--- config.mk ---
export PLATFORM = sky130hd
export DESIGN_NAME = rx_frame_status_report
export DESIGN_NICKNAME = d
export VERILOG_FILES = /design/src/rtl/rx_status_pkg.sv /design/src/rtl/rx_queue_if.sv /design/src/rtl/rx_status_queue.sv /design/src/rtl/rx_frame_status_report.sv
export SDC_FILE = /design/constraint.sdc
export NUM_CORES = 1
export LEC_CHECK = 0
export BUFFER_PORTS_ARGS = -buffer_cell sky130_fd_sc_hd__buf_2
export CORE_ASPECT_RATIO = 1.5
export CORE_MARGIN = 4
export CORE_UTILIZATION = 59
export DETAILED_ROUTE_END_ITERATION = 8
export PLACE_DENSITY = 0.86
export SYNTH_ARGS = -nofsm -noshare
export SYNTH_HDL_FRONTEND = slang
export SYNTH_HIERARCHICAL = 1
export SYNTH_SLANG_ARGS = --single-unit
--- constraint.sdc ---
create_clock -name clk -period 7.2 [get_ports clk]
set_input_delay 0.72 -clock clk [delete_from_list [all_inputs] [get_ports clk]]
set_output_delay 0.72 -clock clk [all_outputs]
set_load 0.05 [all_outputs]
--- src/rtl/rx_status_pkg.sv ---
/*
 receive frame status reporting: register map, field positions, reset
 values and shared types. assumes a single 125 MHz clock domain.
*/
//
// Contract
// - status register mirrors the status word stored with the head queued frame.
// - bit 15 set only when the head frame is complete and its status valid.
// - bit 15 clear when no finished frame is queued, whether or not one is arriving.
// - bit 7 set for a broadcast destination address.
// - bit 6 set for any multicast destination, broadcast included.
// - bit 5 set for a unicast destination address.
// - bit 4 set when a symbol error was seen during the frame.
// - bit 3 set when length/type exceeds 1500, clear otherwise.
// - bit 2 set when the frame is longer than 1916 bytes.
// - over-length frames are kept only when pass-bad (control bit 9) is set.
// - over-length frames are never cut; the flag only reports length.
// - bit 1 set for a collision-damaged or prematurely ended frame.
// - runt frames are kept only when pass-bad is set.
// - bit 0 set when the frame check sequence is wrong.
// - frames with a bad check sequence are kept only when pass-bad is set.
// - byte count register mirrors the count word stored with the head frame.
// - byte count sits in bits 10 to 0 of the byte count register.
package rx_status_pkg;

	// register indices; byte address is four times the index
	localparam logic [5:0] IDX_CONTROL    = 6'h00;
	localparam logic [5:0] IDX_RELEASE    = 6'h01;
	localparam logic [5:0] IDX_STATUS     = 6'h04;
	localparam logic [5:0] IDX_BYTE_COUNT = 6'h06;

	// status word field positions
	localparam int FV_BIT   = 15;
	localparam int BC_BIT   = 7;
	localparam int MC_BIT   = 6;
	localparam int UC_BIT   = 5;
	localparam int SYM_BIT  = 4;
	localparam int TYPE_BIT = 3;
	localparam int LONG_BIT = 2;
	localparam int RUNT_BIT = 1;
	localparam int FCS_BIT  = 0;

	// control and release register field positions
	localparam int CTRL_FULL_BIT   = 0;
	localparam int CTRL_OVF_BIT    = 1;
	localparam int CTRL_BUSY_BIT   = 2;
	localparam int CTRL_PASS_BIT   = 9;
	localparam int RELEASE_POP_BIT = 0;

	// reset values
	localparam logic PASS_BAD_RESET = 1'b0;

	// widths and limits
	localparam int STATUS_W     = 16;
	localparam int BYTE_COUNT_W = 11;
	localparam int QUEUE_DEPTH  = 4;
	localparam logic [15:0] TYPE_THRESHOLD = 16'h05dc;
	localparam logic [10:0] MAX_FRAME_BYTES = 11'h77c;

	// one queued frame: status word and byte count word
	typedef struct packed {
		logic [STATUS_W-1:0]     status;
		logic [BYTE_COUNT_W-1:0] count;
	} entry_s;

	// register bus handshake states
	typedef enum logic [1:0] {
		BUS_IDLE = 2'b01,
		BUS_ACK  = 2'b10
	} bus_state_e;

endpackage : rx_status_pkg

--- src/rtl/rx_queue_if.sv ---
/*
 carrier between the status reporter and its frame status queue.
 assumes both ends run on the same clock.
*/
`timescale 1ns/100ps
`default_nettype none
interface rx_queue_if;
	import rx_status_pkg::*;

	logic   push;
	entry_s push_entry;
	logic   pop;
	entry_s head;
	logic   empty;
	logic   full;

	modport owner (output push, output push_entry, output pop,
		input head, input empty, input full);
	modport store (input push, input push_entry, input pop,
		output head, output empty, output full);
endinterface : rx_queue_if
`default_nettype wire

--- src/rtl/rx_status_queue.sv ---
/*
 receive queue of completed frame status words, head first.
 assumes the owner never pushes when full nor pops when empty.
*/
`timescale 1ns/100ps
`default_nettype none
module rx_status_queue #(
	parameter int DEPTH = rx_status_pkg::QUEUE_DEPTH
) (
	// clock and reset
	input wire logic clk,
	input wire logic rst_b,
	// owner side
	rx_queue_if.store q
);
	import rx_status_pkg::*;

	localparam int PW = $clog2(DEPTH);

	entry_s           mem [DEPTH];
	logic   [PW-1:0]  rd_ptr;
	logic   [PW-1:0]  wr_ptr;
	logic   [PW:0]    level;

	// wrap a pointer at the queue depth
	function automatic logic [PW-1:0] bump(input logic [PW-1:0] p);
		bump = (p == PW'(DEPTH - 1)) ? '0 : p + 1'b1;
	endfunction : bump

	// storage, written only for whole frames
	always_ff @(posedge clk) begin
		if (q.push) begin
			mem[wr_ptr] <= q.push_entry;
		end
	end

	// pointers and fill level
	always_ff @(posedge clk or negedge rst_b) begin
		if (!rst_b) begin
			rd_ptr <= '0;
			wr_ptr <= '0;
			level  <= '0;
		end else begin
			if (q.push) begin
				wr_ptr <= bump(wr_ptr);
			end
			if (q.pop) begin
				rd_ptr <= bump(rd_ptr);
			end
			level <= level + (PW+1)'(q.push) - (PW+1)'(q.pop);
		end
	end

	assign q.head  = mem[rd_ptr];
	assign q.empty = (level == '0);
	assign q.full  = (level == (PW+1)'(DEPTH));
endmodule : rx_status_queue
`default_nettype wire

--- src/rtl/rx_frame_status_report.sv ---
/*
 receive frame status reporting: classifies each finished frame, keeps
 or discards it, queues its status and byte count, and mirrors the head
 entry in two read-only registers on a classic wishbone slave.
 assumes mac side inputs are synchronous to clk and that the frame
 attributes are stable in the cycle of rx_done.
*/
`timescale 1ns/100ps
`default_nettype none
module rx_frame_status_report #(
	parameter int DEPTH  = rx_status_pkg::QUEUE_DEPTH,
	parameter int ADDR_W = 8
) (
	// clock and reset
	input  wire logic                     clk,
	input  wire logic                     rst_b,
	// wishbone slave
	input  wire logic                     wb_cyc_i,
	input  wire logic                     wb_stb_i,
	input  wire logic                     wb_we_i,
	input  wire logic [ADDR_W-1:0]        wb_adr_i,
	input  wire logic [3:0]               wb_sel_i,
	input  wire logic [31:0]              wb_dat_i,
	output var  logic [31:0]              wb_dat_o,
	output var  logic                     wb_ack_o,
	// mac receive side
	input  wire logic                     rx_active,
	input  wire logic                     rx_done,
	input  wire logic [47:0]              rx_dest_addr,
	input  wire logic [15:0]              rx_len_type,
	input  wire logic [rx_status_pkg::BYTE_COUNT_W-1:0] rx_byte_count,
	input  wire logic                     rx_symbol_err,
	input  wire logic                     rx_runt,
	input  wire logic                     rx_crc_err,
	// frame disposition to the packet memory
	output var  logic                     rx_keep,
	output var  logic                     rx_discard,
	output var  logic                     frame_pending
);
	import rx_status_pkg::*;

	// queue carrier
	rx_queue_if q ();

	// bus state
	bus_state_e bus_state;
	bus_state_e next_bus_state;

	// control state
	logic pass_bad;
	logic overflow;
	logic receiving;

	// capture stage between frame end and queue push
	logic   cap_valid;
	entry_s cap_entry;

	// head mirrors
	logic [STATUS_W-1:0]     status_mirror;
	logic [BYTE_COUNT_W-1:0] count_mirror;

	// decoded bus request
	logic       req;
	logic       wr_req;
	logic [5:0] idx;
	logic       bad_frame;
	logic       keep_frame;
	logic       pop_req;

	// one select line per register, from the index decode
	logic       sel_control;
	logic       sel_release;
	logic       sel_status;
	logic       sel_count;

	// control register write strobes and a frame lost to a full queue
	logic       ctrl_pass_wr;
	logic       ctrl_ovf_clr;
	logic       frame_lost;

	// ------------------------------------------------------------
	// helpers
	// ------------------------------------------------------------

	// compare a request address with a register index
	function automatic logic hit(
		input logic [5:0] a,
		input logic [5:0] i
	);
		hit = (a == i);
	endfunction : hit

	// build the status word for a finished frame
	function automatic logic [STATUS_W-1:0] frame_status(
		input logic [47:0]             da,
		input logic [15:0]             lt,
		input logic [BYTE_COUNT_W-1:0] n,
		input logic                    sym,
		input logic                    runt,
		input logic                    fcs
	);
		logic [STATUS_W-1:0] s;
		s = '0;
		// group bit is the first bit on the wire, lsb of octet 0
		s[BC_BIT]   = &da;
		s[MC_BIT]   = da[40];
		s[UC_BIT]   = ~da[40];
		s[SYM_BIT]  = sym;
		s[TYPE_BIT] = (lt > TYPE_THRESHOLD);
		s[LONG_BIT] = (n > MAX_FRAME_BYTES);
		s[RUNT_BIT] = runt;
		s[FCS_BIT]  = fcs;
		frame_status = s;
	endfunction : frame_status

	// byte enable for the lane that holds a given bit
	function automatic logic lane(
		input logic [3:0] sel,
		input int         bitpos
	);
		lane = sel[bitpos / 8];
	endfunction : lane

	// control register readback: pass-bad, queue full, overflow, busy
	function automatic logic [31:0] control_word(
		input logic pass,
		input logic full,
		input logic ovf,
		input logic busy
	);
		logic [31:0] w;
		w = '0;
		w[CTRL_PASS_BIT] = pass;
		w[CTRL_FULL_BIT] = full;
		w[CTRL_OVF_BIT]  = ovf;
		w[CTRL_BUSY_BIT] = busy;
		control_word = w;
	endfunction : control_word

	// ------------------------------------------------------------
	// frame status queue
	// ------------------------------------------------------------

	// completed frames wait here until software releases them
	rx_status_queue #(
		.DEPTH (DEPTH)
	) u_queue (
		.clk   (clk),
		.rst_b (rst_b),
		.q     (q.store)
	);

	// ------------------------------------------------------------
	// frame capture and disposition
	// ------------------------------------------------------------

	// a frame with the over-length, runt or check sequence flag set is bad
	// a symbol error alone does not make a frame bad
	assign bad_frame = cap_entry.status[LONG_BIT]
		| cap_entry.status[RUNT_BIT]
		| cap_entry.status[FCS_BIT];

	// bad frames survive only with pass-bad set
	assign keep_frame = ~bad_frame | pass_bad;

	// latch attributes at frame end; count kept whole, never clipped
	// the mac holds its attributes for the rx_done cycle only
	always_ff @(posedge clk or negedge rst_b) begin
		if (!rst_b) begin
			cap_valid <= 1'b0;
			cap_entry <= '0;
		end else begin
			cap_valid <= rx_done;
			if (rx_done) begin
				cap_entry.status <= frame_status(rx_dest_addr, rx_len_type,
					rx_byte_count, rx_symbol_err, rx_runt, rx_crc_err);
				cap_entry.count  <= rx_byte_count;
			end
		end
	end

	// only complete, accepted frames enter the queue
	assign q.push       = cap_valid & keep_frame & ~q.full;
	assign q.push_entry = cap_entry;
	assign frame_lost   = cap_valid & keep_frame & q.full;

	// disposition pulses to the packet memory
	// exactly one of keep or discard per finished frame, two cycles after rx_done
	always_ff @(posedge clk or negedge rst_b) begin
		if (!rst_b) begin
			rx_keep    <= 1'b0;
			rx_discard <= 1'b0;
		end else begin
			rx_keep    <= q.push;
			rx_discard <= cap_valid & ~q.push;
		end
	end

	// frame in flight, reported for software
	// only reported; the queue never holds a partial frame
	always_ff @(posedge clk or negedge rst_b) begin
		if (!rst_b) begin
			receiving <= 1'b0;
		end else begin
			receiving <= rx_active;
		end
	end

	// ------------------------------------------------------------
	// head mirrors
	// ------------------------------------------------------------

	// valid only while a finished frame heads the queue
	// the mirrors trail the queue by one cycle; the master's idle cycle
	// after a release lets the next read see the new head already
	always_ff @(posedge clk or negedge rst_b) begin
		if (!rst_b) begin
			status_mirror <= '0;
			count_mirror  <= '0;
			frame_pending <= 1'b0;
		end else if (q.empty) begin
			status_mirror <= '0;
			count_mirror  <= '0;
			frame_pending <= 1'b0;
		end else begin
			status_mirror <= q.head.status;
			status_mirror[FV_BIT] <= 1'b1;
			count_mirror  <= q.head.count;
			frame_pending <= 1'b1;
		end
	end

	// ------------------------------------------------------------
	// wishbone slave
	// ------------------------------------------------------------

	assign req    = wb_cyc_i & wb_stb_i & (bus_state == BUS_IDLE);
	assign wr_req = req & wb_we_i;
	assign idx    = wb_adr_i[7:2];

	// index decode; unmapped indices select nothing and read zero
	always_comb begin
		sel_control = 1'b0;
		sel_release = 1'b0;
		sel_status  = 1'b0;
		sel_count   = 1'b0;
		if (hit(idx, IDX_CONTROL)) begin
			sel_control = 1'b1;
		end else if (hit(idx, IDX_RELEASE)) begin
			sel_release = 1'b1;
		end else if (hit(idx, IDX_STATUS)) begin
			sel_status = 1'b1;
		end else if (hit(idx, IDX_BYTE_COUNT)) begin
			sel_count = 1'b1;
		end
	end

	// control writes: pass-bad follows bit 9, a one on bit 1 clears overflow
	assign ctrl_pass_wr = wr_req & sel_control & lane(wb_sel_i, CTRL_PASS_BIT);
	assign ctrl_ovf_clr = wr_req & sel_control & lane(wb_sel_i, CTRL_OVF_BIT)
		& wb_dat_i[CTRL_OVF_BIT];

	// release of the head frame by software; ignored on an empty queue
	assign pop_req = wr_req & sel_release
		& lane(wb_sel_i, RELEASE_POP_BIT)
		& wb_dat_i[RELEASE_POP_BIT] & ~q.empty;
	assign q.pop = pop_req;

	// handshake: one ack cycle, then one idle cycle
	// a request still held one cycle after its ack is taken again
	always_comb begin
		next_bus_state = bus_state;
		case (bus_state)
			BUS_IDLE: begin
				if (wb_cyc_i & wb_stb_i) begin
					next_bus_state = BUS_ACK;
				end
			end
			BUS_ACK: begin
				next_bus_state = BUS_IDLE;
			end
			default: begin
				next_bus_state = BUS_IDLE;
			end
		endcase
	end

	// handshake state register
	always_ff @(posedge clk or negedge rst_b) begin
		if (!rst_b) begin
			bus_state <= BUS_IDLE;
		end else begin
			bus_state <= next_bus_state;
		end
	end

	// ack follows a taken request by one cycle
	always_ff @(posedge clk or negedge rst_b) begin
		if (!rst_b) begin
			wb_ack_o <= 1'b0;
		end else begin
			wb_ack_o <= req;
		end
	end

	// read data; mirrors keep reserved bits at zero
	always_ff @(posedge clk or negedge rst_b) begin
		if (!rst_b) begin
			wb_dat_o <= '0;
		end else if (req) begin
			wb_dat_o <= '0;
			if (sel_status) begin
				wb_dat_o[STATUS_W-1:0] <= status_mirror;
			end else if (sel_count) begin
				wb_dat_o[BYTE_COUNT_W-1:0] <= count_mirror;
			end else if (sel_control) begin
				wb_dat_o <= control_word(pass_bad, q.full, overflow, receiving);
			end
		end
	end

	// pass-bad control; writes to the mirrors fall through here unused
	always_ff @(posedge clk or negedge rst_b) begin
		if (!rst_b) begin
			pass_bad <= PASS_BAD_RESET;
		end else if (ctrl_pass_wr) begin
			pass_bad <= wb_dat_i[CTRL_PASS_BIT];
		end
	end

	// sticky queue overflow, write one to clear; a new loss wins
	always_ff @(posedge clk or negedge rst_b) begin
		if (!rst_b) begin
			overflow <= 1'b0;
		end else if (frame_lost) begin
			overflow <= 1'b1;
		end else if (ctrl_ovf_clr) begin
			overflow <= 1'b0;
		end
	end

endmodule : rx_frame_status_report
`default_nettype wire

# Yosys cells after proc, flatten, opt, wreduce, memory -nomap -nowiden
# Memories as Yosys holds them, arrays and structs flattened.
# Cells that the tools add are included.
[word_totals]
ff_bits = 95
mem_bits_rw = 76
word_cells = 85
mem_count = 1
[op_classes]
n_addsub = 4
magnitude_cmp = 2
eq_ne = 8
muxes = 26
bitwise = 23
reduce_logical = 4
[mem_list]
columns = ["memory", "depth", "word_bits", "read_ports", "rd_clocked_by_memory_dff", "write_ports", "line_no", "source"]
rows = [
  ["u_queue.mem", 4, 19, 1, 0, 1, "rx_status_queue.sv:20", "entry_s mem [DEPTH];"],
]
[op_table]
columns = ["cell", "count"]
rows = [
  ["$mux 16", 3],
  ["$reduce_and 48->1", 1],
  ["$mux 11", 2],
  ["$mux 21", 1],
  ["$gt 16x11->1 const B", 1],
  ["$and 1x1->1", 15],
  ["$mux 1", 15],
  ["$eq 6x3->1 const B", 2],
  ["$gt 11x11->1 const B", 1],
  ["$mux 10", 1],
  ["$mux 2", 4],
  ["$eq 6x1->1 const B", 1],
  ["$logic_not 6->1", 1],
  ["$not 1->1", 5],
  ["$add 2x1->2 const B", 2],
  ["$eq 2x2->1 const B", 2],
  ["$add 3x1->3", 1],
  ["$eq 3x3->1 const B", 1],
  ["$logic_not 3->1", 1],
  ["$or 1x1->1", 3],
  ["$sub 3x1->3", 1],
  ["$eq 2x1->1 const B", 1],
  ["$ne 2x2->1 const B", 1],
  ["$reduce_bool 2->1", 1],
]

# Logic depth before layout (Yosys ltp)
[depth]
depth_word = 8
depth_mapped = 10
ltp_nobuf = 10

# Modules after synthesis
# Netlist, hierarchy kept.
[by_module_without_submodules]
columns = ["mod", "instances", "cells_per_inst", "area_per_inst_um2"]
rows = [
  ["rx_status_queue", 1, 177, 4316.6],
  ["rx_frame_status_report", 1, 251, 2912.8],
]

# Worst setup path before layout
# No wires, ideal clock.
[synth_timing]
path_kind = "input -> register"
from = "input wb_cyc_i"
to = "register u_queue.level[2]"
t_arrival_ns = 2.572
required_ns = 7.077
slack_ns = 4.505
cell_stages = 10
path_cell_list = "nand4b_2 clkinv_1 and3_1 and3_1 ha_1 inv_1 ha_1 fa_1 xnor2_1 xnor2_1"
[synth_via]
elab_chain_len = 8
[synth_rtl]
columns = ["item", "line_no", "source"]
rows = [
  ["start, declared", "rx_frame_status_report.sv:18", "input wire logic wb_cyc_i,"],
  ["$and 1x1->1 (2 in series)", "rx_frame_status_report.sv:237", "assign req = wb_cyc_i & wb_stb_i & (bus_state == BUS_IDLE);"],
  ["$and 1x1->1", "rx_frame_status_report.sv:238", "assign wr_req = req & wb_we_i;"],
  ["$and 1x1->1", "rx_frame_status_report.sv:264", "assign pop_req = wr_req & sel_release"],
  ["$and 1x1->1", "rx_frame_status_report.sv:265", "& lane(wb_sel_i, RELEASE_POP_BIT)"],
  ["$and 1x1->1 (2 in series)", "rx_frame_status_report.sv:266", "& wb_dat_i[RELEASE_POP_BIT] & ~q.empty;"],
  ["net pop_req", "rx_frame_status_report.sv:68", "logic pop_req;"],
  ["$sub 3x1->3", "rx_status_queue.sv:50", "level <= level + (PW+1)'(q.push) - (PW+1)'(q.pop);"],
  ["end signal, assigned", "rx_status_queue.sv:50", ""],
  ["end, declared", "rx_status_queue.sv:23", "logic [PW:0] level;"],
]
# The timed path passes the listed nets, and every way through them passes these cells.
# A chain may end at the register's enable or synchronous reset.

# Final worst setup path
[layout_timing]
from = "input wb_stb_i"
to = "register u_queue.level[2]"
[layout_via]
elab_chain_len = 8
[layout_rtl]
columns = ["item", "line_no", "source"]
rows = [
  ["start, declared", "rx_frame_status_report.sv:19", "input wire logic wb_stb_i,"],
  ["$and 1x1->1 (2 in series)", "rx_frame_status_report.sv:237", ""],
  ["$and 1x1->1", "rx_frame_status_report.sv:238", ""],
  ["$and 1x1->1", "rx_frame_status_report.sv:264", ""],
  ["$and 1x1->1", "rx_frame_status_report.sv:265", ""],
  ["$and 1x1->1 (2 in series)", "rx_frame_status_report.sv:266", ""],
  ["net pop_req", "rx_frame_status_report.sv:68", ""],
  ["$sub 3x1->3", "rx_status_queue.sv:50", ""],
]
# The timed path passes the listed nets, and every way through them passes these cells.

==> results.json <==
{
  "arrival_ns": 3.58,
  "boundaryPins": 165,
  "wl_per_cell_um": 17.5,
  "cts_made_buffers": 17,
  "critical_path.startpoint_type": "primary input",
  "timing_max_transition_violations_final": 0,
  "die_y_um": 142,
  "die_x_um": 97.5,
  "grt_first_pass_wirelength_mm": 21.6,
  "post_cts_resized": 0,
  "final_min_period_over_clock_period_pct": 45.2,
  "grt_max_degree": 79,
  "grt_util_all_layers_pct": 20.5,
  "drive_gt1_share_pct": 33.8,
  "final.min_clock_period_ns": 3.25,
  "final_report_hold_violation_count": 0,
  "worstPathRequired_ns": 7.53,
  "crit_path_top_delay_cell": "sky130_fd_sc_hd__clkinv_1",
  "dieArea_mm2": 0.0139,
  "critical-path-top-delay-family": "simple AND/OR/NAND/NOR gates",
  "rr_startpoint": "bus_state[0]",
  "cts_setup_buffers": 0,
  "holdCritPathClass": "primary input to flip-flop",
  "post_cts_hold_buffer_count": 0,
  "setup.reg_to_reg.worst_slack_ns": 4.00,
  "leakage_power_nw": 3.41,
  "hold-path-cell-count": 1,
  "hpwlAfterDp_mm": 8.59,
  "instances_no_fill": 739,
  "total_net_switching_power_uw": 618,
  "gr-total-overflow": 0,
  "max-clock-path-buffers": 2,
  "clock_power_share_pct": 36.4,
  "initial_utilization_pct": 60.8,
  "pwr-share-comb_pct": 12.0,
  "routed_wl_mm": 12.9,
  "max-slew-margin-rel_pct": 14.9,
  "peakVddDrop_mv": 0.279,
  "dr_total_vias": 4034,
  "htreeDepth": 4,
  "path_max_fanout": 19,
  "timing.rr.end": "u_queue/level[2]",
  "seq_power_share_pct": 51.7,
  "setup_total_negative_slack_ns": 0,
  "cts_root_buffer": "sky130_fd_sc_hd__clkbuf_16",
  "io_buffers": 115,
  "coreArea_mm2": 0.0117,
  "path_class": "primary input to flip-flop",
  "drcViolationCount": 0,
  "drv.max_cap_violation_count": 0,
  "postSynthAreaPerCell_um2": 16.8,
  "path_cells": "buf_2 > nand4b_2 > clkinv_1 > and3_1 > and3_1 > ha_1 > inv_1 > ha_1 > fa_1 > xnor2_1 > xnor2_1",
  "first_global_vias": 4322,
  "synthCells": 423,
  "critical_path.max_stage_delay_ns": 0.52,
  "drt_iter0_markers": 146,
  "hold_crit_endpoint": "receiving",
  "gp_congestion": 0.859,
  "nFillCells": 726,
  "clkSlewWorstSetupHoldPaths_ns": 0.07,
  "setup_viol": 0,
  "worst-r2r-cell-count": 10,
  "grt_antenna_before_repair": 0,
  "outcome": "finished clean",
  "fmaxAchievable_ghz": 0.307,
  "firstDrtPassIters": 6,
  "worst-slew-pin-transition_ns": 1.28,
  "placement_rows": 48,
  "clock-skew-final_ns": 0.00847,
  "clock-sinks": 182,
  "vias_per_cell": 5.46,
  "p_sw_share_pct": 25.1,
  "antenna_left": 0,
  "areaGrowthSynthToFinish_pct": 19.2,
  "synth-warning-count": 6,
  "clock_tree_from_tritoncts": "yes",
  "number_of_inserted_diodes": 0,
  "placed_cells_incl_taps": 707,
  "worst_setup_path_end_kind": "flip-flop",
  "final_net_count": 713,
  "rsz0062_at_grt": "no",
  "holdCritStartpoint": "rx_active",
  "clock_latency_ns": 0.42,
  "mappedNetlistArea_mm2": 0.00709,
  "internal_power_mw": 1.84,
  "powerDensity_mw_per_mm2": 292,
  "startpoint": "wb_stb_i",
  "critPathBufInv": 3
}
[metrics by stage]
stage	utilization, %	hold WS, ns	setup slack, ns	power, mW	instance area (µm²)
final	72.5	0.405	3.95	2.46	8440
after global routing	72.5	0.395	3.83	2.57	8440
after CTS	72.5	0.387	3.96	2.48	8440
after detailed placement	67.4	0.465	3.49	1.59	7860
after global placement	67.4	0.458	3.70	1.56	7860
after floorplan	-	0.424	4.50	1.47	7250
[sequential cells by signal (all words and copies together), names as in the netlist, 3 cells and up]
register	flops
count_mirror	11
status_mirror	15
u_queue/mem	104
cap_entry	19
wb_dat_o	16
u_queue/level	3
[layout make-up]
| cell class | instances | area [µm²] | area share, % |
|---|---|---|---|
| clock buffers | 18 | 439 | 5.20 |
| clock inverters | 14 | 148 | 1.75 |
| inverters | 14 | 52.6 | 0.622 |
| multi-input cells | 240 | 1920 | 22.7 |
| flip-flops and latches | 182 | 5080 | 60.1 |
| well taps | 150 | 188 | 2.22 |
| repair buffers | 121 | 623 | 7.38 |
[cell usage in the layout, fill, tap and decap left out, types with 2 or more instances in the layout]
cell type and instances:
sky130_fd_sc_hd__clkinvlp_4 3, sky130_fd_sc_hd__buf_4 7, sky130_fd_sc_hd__mux2_2 17, sky130_fd_sc_hd__nand3_1 4
sky130_fd_sc_hd__nand4_1 15, sky130_fd_sc_hd__bufinv_16 2, sky130_fd_sc_hd__clkinv_1 3, sky130_fd_sc_hd__a221oi_1 11
sky130_fd_sc_hd__clkbuf_16 17, sky130_fd_sc_hd__and3_1 5, sky130_fd_sc_hd__and2_1 4, sky130_fd_sc_hd__conb_1 44
sky130_fd_sc_hd__inv_1 13, sky130_fd_sc_hd__nor2_1 22, sky130_fd_sc_hd__dfrtp_1 77, sky130_fd_sc_hd__nor3_1 4
sky130_fd_sc_hd__o21ai_0 19, sky130_fd_sc_hd__edfxtp_1 104, sky130_fd_sc_hd__buf_2 114, sky130_fd_sc_hd__ha_1 7
sky130_fd_sc_hd__nor4_1 2, sky130_fd_sc_hd__mux4_2 25, sky130_fd_sc_hd__clkinv_4 2, sky130_fd_sc_hd__inv_6 4
sky130_fd_sc_hd__nor2b_1 27, sky130_fd_sc_hd__xnor2_1 2, sky130_fd_sc_hd__nand2_1 16
[per-layer routing]
layer  global-route usage (%)  routed length, µm
met5                        0                  0
met4                     8.61                247
met3                     5.25               1020
met2                     36.2               6910
met1                     23.8               4730
[power by group through the flow]
stage                     combinational [mW]  clock, mW  sequential (mW)
after floorplan                        0.160          0             1.32
after global routing                   0.322      0.965             1.28
after global placement                 0.276          0             1.28
after CTS                              0.297      0.912             1.27
final                                  0.294      0.896             1.27
after detailed placement               0.293          0             1.29
[worst max-delay path by stage]
stage | to | slack, ns | depth (start not counted)
3_5_place_dp | u_queue/level[2] | 3.49 | 11
5_1_grt | u_queue/level[2] | 3.83 | 11
6_report | u_queue/level[2] | 3.95 | 11
3_3_place_gp | u_queue/level[2] | 3.70 | 11
4_1_cts | u_queue/level[2] | 3.96 | 11
2_1_floorplan | u_queue/level[2] | 4.50 | 10
Power figures use the tool's default switching activity.
